$ cat config.mk
export PLATFORM = sky130hd
export DESIGN_NAME = tbpm_power_ctrl
export DESIGN_NICKNAME = d
export VERILOG_FILES = /design/src/tbpm_pkg.sv /design/src/tbpm_power_ctrl.sv
export SDC_FILE = /design/constraint.sdc
export NUM_CORES = 1
export LEC_CHECK = 0
export BUFFER_PORTS_ARGS = -buffer_cell sky130_fd_sc_hd__buf_2
export CELL_PAD_IN_SITES_DETAIL_PLACEMENT = 1
export CELL_PAD_IN_SITES_GLOBAL_PLACEMENT = 1
export CORE_ASPECT_RATIO = 1.1
export CORE_MARGIN = 2
export CORE_UTILIZATION = 44
export DETAILED_ROUTE_END_ITERATION = 7
export GPL_TIMING_DRIVEN = 0
export HOLD_SLACK_MARGIN = 0.06
export PLACE_DENSITY_LB_ADDON = 0.1
export SETUP_SLACK_MARGIN = 0.05
export SLEW_MARGIN = 20
export SYNTH_ARGS = -nofsm -noshare
export SYNTH_HDL_FRONTEND = slang
export SYNTH_SLANG_ARGS = --single-unit
$ cat constraint.sdc
create_clock -name aclk -period 7.2 [get_ports aclk]
set_input_delay 0.72 -clock aclk [delete_from_list [all_inputs] [get_ports aclk]]
set_output_delay 0.72 -clock aclk [all_outputs]
set_load 0.03 [all_outputs]
$ cat src/tbpm_pkg.sv
// Shared constants for the bias power-mode controller.
package tbpm_pkg;
	// Channel and field widths.
	localparam int NUM_OUTPUTS = 6;
	localparam int CODE_W = 7;
	localparam int BOOST_W = 4;
	localparam int MODE_W = 2;
	localparam int ADDR_W = 8;
	// Register byte addresses.
	localparam logic [7:0] ADDR_MODE = 8'h00;
	localparam logic [7:0] ADDR_BOOST = 8'h04;
	localparam logic [7:0] ADDR_ENABLE = 8'h08;
	localparam logic [7:0] ADDR_CODE0 = 8'h0c;
	localparam logic [7:0] ADDR_STATUS = 8'h24;
	// Field positions inside the status word.
	localparam int STATUS_IO_POS = 2;
	localparam int STATUS_ANALOG_POS = 3;
	// Reset values applied in shutdown and startup.
	localparam logic [3:0] RST_BOOST = 4'hb;
	localparam logic [5:0] RST_ENABLE = 6'h00;
	localparam logic [6:0] RST_CODE = 7'h00;
	localparam logic [6:0] CODE_MAX = 7'h7f;
	// Power state command and status codes.
	localparam logic [1:0] CMD_ACTIVE = 2'h0;
	localparam logic [1:0] CMD_STARTUP = 2'h1;
	localparam logic [1:0] CMD_LOW_POWER = 2'h2;
	localparam logic [1:0] CODE_SHUTDOWN = 2'h3;
	// Boosted rail scale in volts.
	localparam logic [4:0] BOOST_MIN_V = 5'h0d;
	localparam logic [4:0] BOOST_STEP_V = 5'h01;
	// Output step in millivolts.
	localparam int OUT_STEP_MV = 188;
	// Startup duration and its cycle count.
	localparam int CLK_PERIOD_NS = 100;
	localparam int STARTUP_TIME_NS = 180000;
	localparam int STARTUP_CYCLES = (STARTUP_TIME_NS + CLK_PERIOD_NS - 1) / CLK_PERIOD_NS;
	// AXI responses.
	localparam logic [1:0] RESP_OKAY = 2'h0;
	localparam logic [1:0] RESP_SLVERR = 2'h2;
	// Power modes.
	typedef enum logic [1:0] {MODE_SHUTDOWN, MODE_STARTUP, MODE_ACTIVE, MODE_LOW_POWER} tbpm_mode_t;
endpackage : tbpm_pkg

$ cat src/tbpm_power_ctrl.sv
// Function
// - Shutdown at analog power-up or io supply low.
// - Shutdown: everything off, outputs high impedance.
// - Registers are lost through shutdown.
// - Io supply high moves shutdown to startup once the analog supply is also up.
// - Startup resets registers, boost on, outputs off.
// - Startup command accepted from active or low power.
// - Startup ends in active mode by itself.
// - Active: blocks on, outputs need their enable.
// - Outputs programmed and disabled independently, live.
// - Active command returns low power to active.
// - Low power command accepted only from active.
// - Low power: bus on, boost off, outputs off.
// - Low power keeps all register contents.
// - Boost code four bits, 13 V plus volts.
// - Boost code defaults to the 24 V value.
// - Output code has 128 steps of 188 mV.
// - Largest output code is 7Fh.
// - Code zero and disabled output pulls down.
// - Mode field reads startup, then active.
`timescale 1ns/1ps
module tbpm_power_ctrl #(
	parameter int STARTUP_LEN = tbpm_pkg::STARTUP_CYCLES
) (
	input wire logic aclk,
	input wire logic aresetn,
	input wire logic clk_en,
	input wire logic analog_supply,
	input wire logic io_supply,
	input wire logic awvalid,
	output logic awready,
	input wire logic [tbpm_pkg::ADDR_W-1:0] awaddr,
	input wire logic [2:0] awprot,
	input wire logic wvalid,
	output logic wready,
	input wire logic [31:0] wdata,
	input wire logic [3:0] wstrb,
	output logic bvalid,
	input wire logic bready,
	output logic [1:0] bresp,
	input wire logic arvalid,
	output logic arready,
	input wire logic [tbpm_pkg::ADDR_W-1:0] araddr,
	input wire logic [2:0] arprot,
	output logic rvalid,
	input wire logic rready,
	output logic [31:0] rdata,
	output logic [1:0] rresp,
	output logic [tbpm_pkg::MODE_W-1:0] power_state_command,
	output logic serial_enable,
	output logic boost_enable,
	output logic [tbpm_pkg::BOOST_W-1:0] boost_code,
	output logic [4:0] boosted_rail_volts,
	output logic [tbpm_pkg::NUM_OUTPUTS-1:0] out_drive,
	output logic [tbpm_pkg::NUM_OUTPUTS-1:0] out_pulldown,
	output logic [tbpm_pkg::NUM_OUTPUTS*tbpm_pkg::CODE_W-1:0] out_code
);
	import tbpm_pkg::*;

	localparam int CNT_W = $clog2(STARTUP_LEN + 1);

	// The startup counter cannot serve a zero length.
	if (STARTUP_LEN < 1) begin : g_bad_len
		$error("STARTUP_LEN must be at least one cycle.");
	end

	logic [2:0] io_sync_q; // Io supply synchroniser chain.
	logic [2:0] an_sync_q; // Analog supply synchroniser chain.
	logic io_lvl_q; // Filtered io supply level.
	logic an_lvl_q; // Filtered analog supply level.
	tbpm_mode_t mode_q; // Current power mode.
	logic [CNT_W-1:0] cnt_q; // Startup cycle counter.
	logic [BOOST_W-1:0] boost_q; // Boost level code.
	logic [NUM_OUTPUTS-1:0] enable_q; // Per-output enables.
	logic [CODE_W-1:0] code_q [NUM_OUTPUTS]; // Per-output codes.
	logic [ADDR_W-1:0] awaddr_q; // Held write address.
	logic [31:0] wdata_q; // Held write data.
	logic wstrb0_q; // Held low byte lane strobe.
	logic awready_q; // Write address ready.
	logic wready_q; // Write data ready.
	logic bvalid_q; // Write response valid.
	logic [1:0] bresp_q; // Write response code.
	logic arready_q; // Read address ready.
	logic rvalid_q; // Read data valid.
	logic [31:0] rdata_q; // Read data.
	logic [1:0] rresp_q; // Read response code.
	logic [MODE_W-1:0] mode_code_q; // Mode as software sees it.
	logic serial_en_q; // Serial interface enable.
	logic boost_en_q; // Boost converter enable.
	logic [4:0] rail_q; // Boosted rail target in volts.
	logic [NUM_OUTPUTS-1:0] drive_q; // Output drivers on.
	logic [NUM_OUTPUTS-1:0] pulldown_q; // Output pull-downs on.
	logic [NUM_OUTPUTS*CODE_W-1:0] code_out_q; // Codes to the output stages.
	logic supplies_ok; // Both supplies present.
	logic wr_fire; // A write is carried out this cycle.
	logic cmd_wr; // A power state command arrives.
	logic set_wr; // Setting registers may be written.
	logic hold_defaults; // Settings forced to defaults.
	logic [31:0] rd_word; // Read mux result.
	logic rd_hit; // Read address is mapped.
	logic wr_hit; // Write address is mapped.

	assign supplies_ok = io_lvl_q & an_lvl_q;
	assign wr_fire = ~awready_q & ~wready_q & ~bvalid_q;
	assign cmd_wr = wr_fire & wstrb0_q & (awaddr_q == ADDR_MODE);
	assign set_wr = wr_fire & wstrb0_q & (mode_q == MODE_ACTIVE);
	assign hold_defaults = (mode_q == MODE_SHUTDOWN) | (mode_q == MODE_STARTUP);

	// Supply pins pass three flops; a level counts once the last two agree.
	always_ff @(posedge aclk) begin
		if (!aresetn) begin
			io_sync_q <= 3'h0;
			an_sync_q <= 3'h0;
			io_lvl_q <= 1'b0;
			an_lvl_q <= 1'b0;
		end else if (clk_en) begin
			io_sync_q <= {io_sync_q[1:0], io_supply};
			an_sync_q <= {an_sync_q[1:0], analog_supply};
			if (io_sync_q[1] == io_sync_q[2]) begin
				io_lvl_q <= io_sync_q[2];
			end
			if (an_sync_q[1] == an_sync_q[2]) begin
				an_lvl_q <= an_sync_q[2];
			end
		end
	end

	// Power mode sequencer.
	always_ff @(posedge aclk) begin
		if (!aresetn) begin
			mode_q <= MODE_SHUTDOWN;
			cnt_q <= '0;
		end else if (clk_en) begin
			if (!supplies_ok) begin
				// Losing either supply forces shutdown from any mode.
				mode_q <= MODE_SHUTDOWN;
				cnt_q <= '0;
			end else begin
				case (mode_q)
					MODE_SHUTDOWN: begin
						mode_q <= MODE_STARTUP;
						cnt_q <= '0;
					end
					MODE_STARTUP: begin
						// Commands during startup are ignored.
						if (cnt_q == CNT_W'(STARTUP_LEN - 1)) begin
							mode_q <= MODE_ACTIVE;
						end else begin
							cnt_q <= cnt_q + 1'b1;
						end
					end
					MODE_ACTIVE: begin
						if (cmd_wr && wdata_q[1:0] == CMD_STARTUP) begin
							mode_q <= MODE_STARTUP;
							cnt_q <= '0;
						end else if (cmd_wr && wdata_q[1:0] == CMD_LOW_POWER) begin
							mode_q <= MODE_LOW_POWER;
						end
					end
					MODE_LOW_POWER: begin
						if (cmd_wr && wdata_q[1:0] == CMD_STARTUP) begin
							mode_q <= MODE_STARTUP;
							cnt_q <= '0;
						end else if (cmd_wr && wdata_q[1:0] == CMD_ACTIVE) begin
							mode_q <= MODE_ACTIVE;
						end
						// Any other code leaves the mode as it is.
					end
					default: begin
						mode_q <= MODE_SHUTDOWN;
					end
				endcase
			end
		end
	end

	// Boost code and enables; defaults in shutdown and startup.
	always_ff @(posedge aclk) begin
		if (!aresetn) begin
			boost_q <= RST_BOOST;
			enable_q <= RST_ENABLE;
		end else if (clk_en) begin
			if (hold_defaults) begin
				boost_q <= RST_BOOST;
				enable_q <= RST_ENABLE;
			end else if (set_wr && awaddr_q == ADDR_BOOST) begin
				boost_q <= wdata_q[BOOST_W-1:0];
			end else if (set_wr && awaddr_q == ADDR_ENABLE) begin
				enable_q <= wdata_q[NUM_OUTPUTS-1:0];
			end
		end
	end

	// One code register and one output stage per channel.
	for (genvar i = 0; i < NUM_OUTPUTS; i++) begin : g_out
		localparam logic [7:0] ADDR_I = ADDR_CODE0 + 8'(4 * i);
		always_ff @(posedge aclk) begin
			if (!aresetn) begin
				code_q[i] <= RST_CODE;
				drive_q[i] <= 1'b0;
				pulldown_q[i] <= 1'b0;
				code_out_q[i*CODE_W +: CODE_W] <= RST_CODE;
			end else if (clk_en) begin
				if (hold_defaults) begin
					code_q[i] <= RST_CODE;
				end else if (set_wr && awaddr_q == ADDR_I) begin
					// Seven bits give 128 steps, top code CODE_MAX.
					code_q[i] <= wdata_q[CODE_W-1:0] & CODE_MAX;
				end
				// Only active mode may drive; elsewhere the pin floats.
				drive_q[i] <= (mode_q == MODE_ACTIVE) & enable_q[i];
				pulldown_q[i] <= (mode_q == MODE_ACTIVE) & ~enable_q[i]
					& (code_q[i] == RST_CODE);
				code_out_q[i*CODE_W +: CODE_W] <= code_q[i];
			end
		end
	end

	// Mode status, supply enables and rail target.
	always_ff @(posedge aclk) begin
		if (!aresetn) begin
			mode_code_q <= CODE_SHUTDOWN;
			serial_en_q <= 1'b0;
			boost_en_q <= 1'b0;
			rail_q <= BOOST_MIN_V;
		end else if (clk_en) begin
			case (mode_q)
				MODE_STARTUP: mode_code_q <= CMD_STARTUP;
				MODE_ACTIVE: mode_code_q <= CMD_ACTIVE;
				MODE_LOW_POWER: mode_code_q <= CMD_LOW_POWER;
				default: mode_code_q <= CODE_SHUTDOWN;
			endcase
			serial_en_q <= (mode_q != MODE_SHUTDOWN);
			boost_en_q <= (mode_q == MODE_STARTUP) | (mode_q == MODE_ACTIVE);
			rail_q <= BOOST_MIN_V + BOOST_STEP_V * 5'(boost_q);
		end
	end

	// Write channel: take address and data in any order, then answer.
	always_ff @(posedge aclk) begin
		if (!aresetn) begin
			awready_q <= 1'b1;
			wready_q <= 1'b1;
			bvalid_q <= 1'b0;
			bresp_q <= RESP_OKAY;
			awaddr_q <= '0;
			wdata_q <= 32'h0;
			wstrb0_q <= 1'b0;
		end else if (clk_en) begin
			if (awvalid && awready_q) begin
				awaddr_q <= awaddr;
				awready_q <= 1'b0;
			end
			if (wvalid && wready_q) begin
				wdata_q <= wdata;
				wstrb0_q <= wstrb[0];
				wready_q <= 1'b0;
			end
			if (wr_fire) begin
				bvalid_q <= 1'b1;
				bresp_q <= wr_hit ? RESP_OKAY : RESP_SLVERR;
			end
			if (bvalid_q && bready) begin
				bvalid_q <= 1'b0;
				awready_q <= 1'b1;
				wready_q <= 1'b1;
			end
		end
	end

	// Writable decode; status is read only.
	always_comb begin
		wr_hit = (awaddr_q == ADDR_MODE) | (awaddr_q == ADDR_BOOST) | (awaddr_q == ADDR_ENABLE);
		for (int k = 0; k < NUM_OUTPUTS; k++) begin
			if (awaddr_q == ADDR_CODE0 + 8'(4 * k)) begin
				wr_hit = 1'b1;
			end
		end
	end

	// Read mux; unmapped addresses read zero.
	always_comb begin
		rd_word = 32'h0;
		rd_hit = 1'b1;
		case (araddr)
			ADDR_MODE: rd_word[MODE_W-1:0] = mode_code_q;
			ADDR_BOOST: rd_word[BOOST_W-1:0] = boost_q;
			ADDR_ENABLE: rd_word[NUM_OUTPUTS-1:0] = enable_q;
			ADDR_STATUS: begin
				rd_word[MODE_W-1:0] = mode_code_q;
				rd_word[STATUS_IO_POS] = io_lvl_q;
				rd_word[STATUS_ANALOG_POS] = an_lvl_q;
			end
			default: rd_hit = 1'b0;
		endcase
		for (int k = 0; k < NUM_OUTPUTS; k++) begin
			if (araddr == ADDR_CODE0 + 8'(4 * k)) begin
				rd_word[CODE_W-1:0] = code_q[k];
				rd_hit = 1'b1;
			end
		end
	end

	// Read channel: answer one cycle after the address is taken.
	always_ff @(posedge aclk) begin
		if (!aresetn) begin
			arready_q <= 1'b1;
			rvalid_q <= 1'b0;
			rdata_q <= 32'h0;
			rresp_q <= RESP_OKAY;
		end else if (clk_en) begin
			if (arvalid && arready_q) begin
				arready_q <= 1'b0;
				rvalid_q <= 1'b1;
				rdata_q <= rd_word;
				rresp_q <= rd_hit ? RESP_OKAY : RESP_SLVERR;
			end else if (rvalid_q && rready) begin
				rvalid_q <= 1'b0;
				arready_q <= 1'b1;
			end
		end
	end

	assign awready = awready_q;
	assign wready = wready_q;
	assign bvalid = bvalid_q;
	assign bresp = bresp_q;
	assign arready = arready_q;
	assign rvalid = rvalid_q;
	assign rdata = rdata_q;
	assign rresp = rresp_q;
	assign power_state_command = mode_code_q;
	assign serial_enable = serial_en_q;
	assign boost_enable = boost_en_q;
	assign boost_code = boost_q;
	assign boosted_rail_volts = rail_q;
	assign out_drive = drive_q;
	assign out_pulldown = pulldown_q;
	assign out_code = code_out_q;

	// Missing supply leads to shutdown next cycle.
	a_supply_loss_shutdown: assert property (@(posedge aclk) disable iff (!aresetn)
		(clk_en && !supplies_ok) |=> (mode_q == MODE_SHUTDOWN))
		else $error("Supply loss did not force shutdown.");
	// Shutdown with supplies present moves to startup.
	a_shutdown_to_startup: assert property (@(posedge aclk) disable iff (!aresetn)
		(clk_en && supplies_ok && mode_q == MODE_SHUTDOWN) |=> (mode_q == MODE_STARTUP))
		else $error("Shutdown did not move to startup.");
	// Each startup cycle puts boost and enables back to default.
	a_startup_defaults: assert property (@(posedge aclk) disable iff (!aresetn)
		(clk_en && mode_q == MODE_STARTUP) |=> (boost_q == RST_BOOST && enable_q == RST_ENABLE))
		else $error("Startup registers not at default.");
	// Last startup count moves to active.
	a_startup_done: assert property (@(posedge aclk) disable iff (!aresetn)
		(clk_en && supplies_ok && mode_q == MODE_STARTUP && cnt_q == CNT_W'(STARTUP_LEN - 1))
		|=> (mode_q == MODE_ACTIVE))
		else $error("Startup did not end in active.");
	// Outputs never drive outside active mode.
	a_outputs_float: assert property (@(posedge aclk) disable iff (!aresetn)
		(clk_en && mode_q != MODE_ACTIVE) |=> (drive_q == '0 && pulldown_q == '0))
		else $error("Output active outside active mode.");
	// Low power keeps settings.
	a_low_power_keep: assert property (@(posedge aclk) disable iff (!aresetn)
		(mode_q == MODE_LOW_POWER) |=> ($stable(boost_q) && $stable(enable_q)))
		else $error("Setting changed in low power.");
	// Low power is entered only from active.
	a_low_power_entry: assert property (@(posedge aclk) disable iff (!aresetn)
		(mode_q == MODE_LOW_POWER && $past(mode_q) != MODE_LOW_POWER)
		|-> ($past(mode_q) == MODE_ACTIVE))
		else $error("Low power entered from wrong mode.");
	// Rail target follows the boost code.
	a_rail_volts: assert property (@(posedge aclk) disable iff (!aresetn)
		clk_en |=> (rail_q == BOOST_MIN_V + 5'($past(boost_q))))
		else $error("Rail target does not match code.");
	// Disabled zero-code output pulls down.
	a_pulldown_zero: assert property (@(posedge aclk) disable iff (!aresetn)
		(clk_en && mode_q == MODE_ACTIVE && !enable_q[0] && code_q[0] == RST_CODE)
		|=> pulldown_q[0] && !drive_q[0])
		else $error("Disabled zero-code output not pulled down.");
	// Boost is off in low power.
	a_boost_off_lp: assert property (@(posedge aclk) disable iff (!aresetn)
		(clk_en && mode_q == MODE_LOW_POWER) |=> !boost_en_q && serial_en_q)
		else $error("Boost or bus wrong in low power.");
endmodule : tbpm_power_ctrl

==> results of run 1 <==
==> through the flow <==
step	instances	worst slack, ns
after global routing	1175	3.792
after detailed placement	1143	3.944
final	1175	3.994
after CTS	1175	3.939
after global placement	1143	3.832
after floorplan	797	4.428
==> sequential cells by signal, summed over array words and instances (netlist names), 2 cells and up <==
name                 cells
an_sync_q                3
awaddr_q                 8
boost_code               4
boosted_rail_volts       5
cnt_q                   11
code_q                  42
enable_q                 6
io_sync_q                3
mode_q                   2
out_code                42
out_drive                6
out_pulldown             6
power_state_command      2
rdata                    7
wdata_q                  7
==> how the worst max path moves through the flow <==
stage | from | end
2_1_floorplan | clk_en | code_q[2][0]$_SDFFCE_PN0P_
3_3_place_gp | clk_en | code_q[0][2]$_SDFFCE_PN0P_
3_5_place_dp | clk_en | code_q[2][2]$_SDFFCE_PN0P_
4_1_cts | mode_q[1]$_SDFFE_PN0P_ | code_q[2][2]$_SDFFCE_PN0P_
5_1_grt | mode_q[1]$_SDFFE_PN0P_ | code_q[2][6]$_SDFFCE_PN0P_
6_report | mode_q[1]$_SDFFE_PN0P_ | code_q[2][3]$_SDFFCE_PN0P_
==> where the power goes <==
| group | internal [W] | total [W] | switching [W] |
|---|---|---|---|
| sequential | 0.000977 | 0.00100 | 0.0000257 |
| combinational | 0.0000625 | 0.000196 | 0.000133 |
| clock | 0.000537 | 0.000935 | 0.000399 |
| total | 0.00158 | 0.00213 | 0.000558 |
==> cells in the mapped netlist, drive strengths merged, types with 7 or more instances <==
cell,number
nand2,39
and2,43
nor2b,7
and3,8
clkbuf,27
nor3,14
nand4,8
edfxtp,42
mux2i,74
o21ai,36
nor2,102
a21oi,40
a22o,7
ha,7
a21o,7
buf,41
dfxtp,124
a31oi,7
nor4,18
nand3b,7
nand3,26
==> layer usage <==
metal / global-route usage [%] / part of all wire [%] / routed length [microns] / vias to the layer above
met1: 36.65 / 44 / 11000 / 3278
met5: 0 / 0 / 0 / -
met4: 9.268 / 2.3 / 578 / 0
met2: 45.87 / 48 / 12160 / 239
li1: - / - / - / 3046
met3: 4.751 / 6.0 / 1520 / 42
==> layout make-up <==
class / instances / area [sq um]
Sequential cell: 166 / 3744
Clock inverter: 12 / 143.9
Multi-Input combinational cell: 558 / 3538
Fill cell: 1971 / 7818
Timing Repair Buffer: 112 / 560.5
Buffer: 68 / 381.6
Inverter: 5 / 18.77
Clock buffer: 20 / 456.7
Tap cell: 234 / 292.8
==> cell families (layout without fill, tap and decap cells) <==
family,Yosys count,after routing
compound gates,134,134
xor+xnor,7,7
fa+ha+maj,7,7
buf+inv,73,217
flops,166,166
mux,77,77
other cells,1,27
simple gates,306,306
==> tightest hold or removal path: stages, from the launching register on <==
cell and delay, ns:
dfxtp_1 0.31, nand2_1 0.06, a21oi_1 0.05
==> impl_metrics.ini, run 1 <==
[outcome]
status = completed

[final_layout]
area_growth_pct = 20.55
antenna_cells = 0
final_nets = 1003
stdcell_area_sq_um = 9136
layout_commonest_cell = dfxtp_1
drive_above_1_share_pct = 21.57
fin_util_pct = 53.89
mostFrequentLayoutCells = dfxtp_1 (124), buf_2 (120), nor2_1 (98), mux2i_1 (74), and2_1 (43)

[logic_synthesis]
yosys.area_share.adder_pct = 1.156
synth_xor_area_share_pct = 0.8090
muxShareOfSynthArea_pct = 10.22
synth_top_family_by_area = simple AND/OR/NAND/NOR gates
yosysSeqAreaShare_pct = 49.40
synth_ff_type = dfxtp_1
yosysTopAreaCell = dfxtp_1
syn-instance-count = 771
synthArstFlopShare_pct = 0
synth-seq-cells = 166
synth-simple-area-share_pct = 21.93
yosysTopAreaCellShare_pct = 32.76
ys_types = 70
avgSynthCellArea_sq_um = 9.829
ys_warn_count = 0
yosys-top-cells-area = dfxtp_1 (33%), edfxtp_1 (17%), mux2i_1 (9.8%), nor2_1 (4.9%), and2_1 (3.5%)
syn-cell-area_sq_um = 7579
synth_edf_count = 42
synth-compound-area-share_pct = 11.16

[floorplanning]
num_io_pins = 176
start_util_pct = 44.70
fp-row-count = 50
core_area_sq_um = 16950
die_height_microns = 141.6
dieArea_sq_um = 18290
fp.dieW_microns = 129.1

[grt]
antenna_found_initial = 0
grt_max_degree = 17
grt_pass1_wl_microns = 38150
grt_overflow = 0
grt_pass1_vias = 6703
grt.total_usage_pct = 27.69

[critical_path]
path_max_fanout = 7
worst_setup_path_start_kind = flip-flop
critPathArrivalTime_ns = 3.26
worst_r2r_endpoint = code_q[2][3]$_SDFFCE_PN0P_
critPathKind = reg2reg
cp-end-kind = flip-flop
cp.required_ns = 7.26
cp_num_buf_inv = 1
r2r_setup_slack_ns = 3.99
max_stage_delay_ns = 0.85
r2r_cells = 6
cp.depth = 6
cpMaxStageDelayCell = o21ai_0
path_cells = ha_1 -> and4bb_2 -> nand4_2 -> or3b_1 -> buf_6 -> o21ai_0
reg2reg_from = mode_q[1]$_SDFFE_PN0P_
critPathTopFamily = simple AND/OR/NAND/NOR gates

[cts]
cts_resized = 0
cts_tree = yes
clk_pin_slew_worst_paths_ns = 0.07
clockBufferDepth = 2
cts.sinks = 166
clk-insertion-delay-late_ns = 0.44
cts_made_buffers = 17
cts_root_buffer = clkbuf_16
post-cts-setup-buffers = 0
ctsHoldBuffers = 0
cts-htree-levels = 4

[hold_path]
worstHoldStart = out_drive[4]$_SDFFE_PN0P_
whs_path_depth = 2
min_to = out_drive[4]$_SDFFE_PN0P_
min_path_type = reg2reg

[route]
ant_nets = 0
drt_wl_total_microns = 25260
wl_per_cell_microns = 21.49
drc = 0
num_vias = 6605
drt-vias-per-instance = 5.621
first_pass_iters = 5
drtIter0Drc = 372

[placement]
placed_area_sq_um = 8536
dp_hpwl_microns = 18890
gp_congestion = 0.9481
port_buffers = 112

[sta]
setup_viol = 0
skew_ns = 0.008322
hold_violations = 0
timing.fmax_mhz = 311.9
drv_slew = 0
relSlewSlack_pct = 27.75
worstMarginPinSlew_ns = 1.072
period_needed_ns = 3.206
rsz0062_at_grt = false
hold_slack_ns = 0.4626
period_share_pct = 44.53
finalSetupTns_ns = 0

[power_and_ir_drop]
ir_worst_vdd_uv = 167.7
leakagePower_nw = 4.004
power.density_nw_per_um2 = 233.6
power.total_w = 0.002134

[run]
maxCapViolCount = 0
Power figures use the tool's default switching activity.
==> inputs of run 2 (changes only) <==
Settings changed: CORE_UTILIZATION 44 to 37.
Clock period 7.2 ns to 2.8 ns, I/O delays scaled along.
==> impl_metrics.ini, run 2 (synthesis gave the netlist of run 1 again) <==
[outcome]
status = completed

[sta]
relSlewSlack_pct = 37.31
hold_slack_ns = 0.07305
setup_viol = 0
timing.fmax_mhz = 390.0
drv_slew = 0
hold_violations = 0
worstMarginPinSlew_ns = 0.9318
period_share_pct = 91.57
finalSetupTns_ns = 0
period_needed_ns = 2.564
skew_ns = 0.01061
rsz0062_at_grt = false

[final_layout]
area_growth_pct = 21.33
final_nets = 1003
antenna_cells = 0
mostFrequentLayoutCells = dfxtp_1 (123), buf_2 (121), nor2_1 (97), mux2i_1 (74)
drive_above_1_share_pct = 22.53
layout_commonest_cell = dfxtp_1

[critical_path]
reg2reg_from = mode_q[0]$_SDFFE_PN0P_
critPathKind = reg2reg
path_max_fanout = 8
critPathArrivalTime_ns = 2.69
crit_start = mode_q[0]$_SDFFE_PN0P_
worst_setup_path_start_kind = flip-flop
cp.required_ns = 2.93
cp-end-kind = flip-flop

[run]
maxCapViolCount = 0

[floorplanning]
fp-row-count = 54
core_area_sq_um = 19930
fp.dieW_microns = 140.5
start_util_pct = 38.02
die_height_microns = 154.1
dieArea_sq_um = 21640
num_io_pins = 176

[power_and_ir_drop]
power.density_nw_per_um2 = 598.8
power.total_w = 0.005506
leakagePower_nw = 4.013
ir_worst_vdd_uv = 418.9

[route]
num_vias = 6416
drc = 0
ant_nets = 0
drt_wl_total_microns = 26100
dr_wl_met3_microns = 1090
dr_wl_met2_microns = 12260
drtIter0Drc = 365
highest_layer = met4
first_pass_iters = 4
wl_per_cell_microns = 21.88
wl_met1_microns = 12220
drt-vias-per-instance = 5.378

[placement]
port_buffers = 112
gp_congestion = 0.8868
dp_hpwl_microns = 19910

[grt]
grt.total_usage_pct = 24.26
grt_overflow = 0
antenna_found_initial = 1
grt_pass1_wl_microns = 39780
grt_pass1_vias = 6591
grt_max_degree = 17

[cts]
post-cts-setup-buffers = 0
cts_made_buffers = 17
clk-insertion-delay-late_ns = 0.44
clockBufferDepth = 2
ctsHoldBuffers = 0
cts-htree-levels = 4
cts_tree = yes
cts_resized = 5
cts.sinks = 166
cts_root_buffer = clkbuf_16
clk_pin_slew_worst_paths_ns = 0.07

[hold_path]
min_path_type = in2reg
worstHoldStart = awaddr[7]
## run 2: cell count changes in the layout (fill, tap and decap cells not counted), moves of 2 or more
cell       before  now
o21ai_0        36   33
inv_6           2    5
o21ai_2         0    3
clkbuf_8        2    0
clkinv_2        2    0
clkbuf_16      17   19
## run 2: layer usage
layer,track usage (%),vias to the layer above
li1,-,3038
met1,32.66,3189
met2,40.20,157
met3,3.675,32
met4,7.857,0
met5,0,-
## run 2: critical path: stages (launching register included)
cell	delay, ns
dfxtp_1	0.40
inv_1	0.14
ha_1	0.29
nor2_2	0.20
nand4_2	0.20
or3b_1	0.42
buf_6	0.17
nor2b_4	0.18
nand2b_2	0.26
## run 2: path summary, 6_finish.rpt
path         slack (ns)  cells after the start                         end
max                0.24                      8  code_q[1][6]$_SDFFCE_PN0P_
min                0.07                      3    awaddr_q[7]$_SDFFE_PN0P_
max reg2reg        0.24                      8  code_q[1][6]$_SDFFCE_PN0P_
min reg2reg        0.46                      2   out_drive[4]$_SDFFE_PN0P_
## run 2: report_power, final
group	switching, W	total (W)	leakage, nW	internal, W
clock	0.00107	0.00243	0.295	0.00136
sequential	0.0000671	0.00258	1.49	0.00251
combinational	0.000342	0.000503	2.23	0.000161
## run 2: metrics by stage
step / cells / instance area [sq um] / worst slack, ns / util, %
after CTS: 1194 / 9174 / 0.04319 / 46.03
after floorplan: 797 / 7676 / 0.2935 / -
after global routing: 1193 / 9195 / 0.09140 / 46.13
after global placement: 1161 / 8552 / -0.4580 / 42.91
after detailed placement: 1162 / 8563 / -0.3392 / 42.96
final: 1193 / 9195 / 0.2360 / 46.13
## run 2: area by class of cell
cell class | count | area [sq um]
fillers | 2310 | 10740
flip-flops and latches | 166 | 3745
multi-input cells | 558 | 3568
repair buffers | 113 | 565.5
clock buffers | 20 | 479.2
plain buffers | 67 | 377.9
well taps | 252 | 315.3
clock inverters | 12 | 125.1
inverters | 5 | 18.77
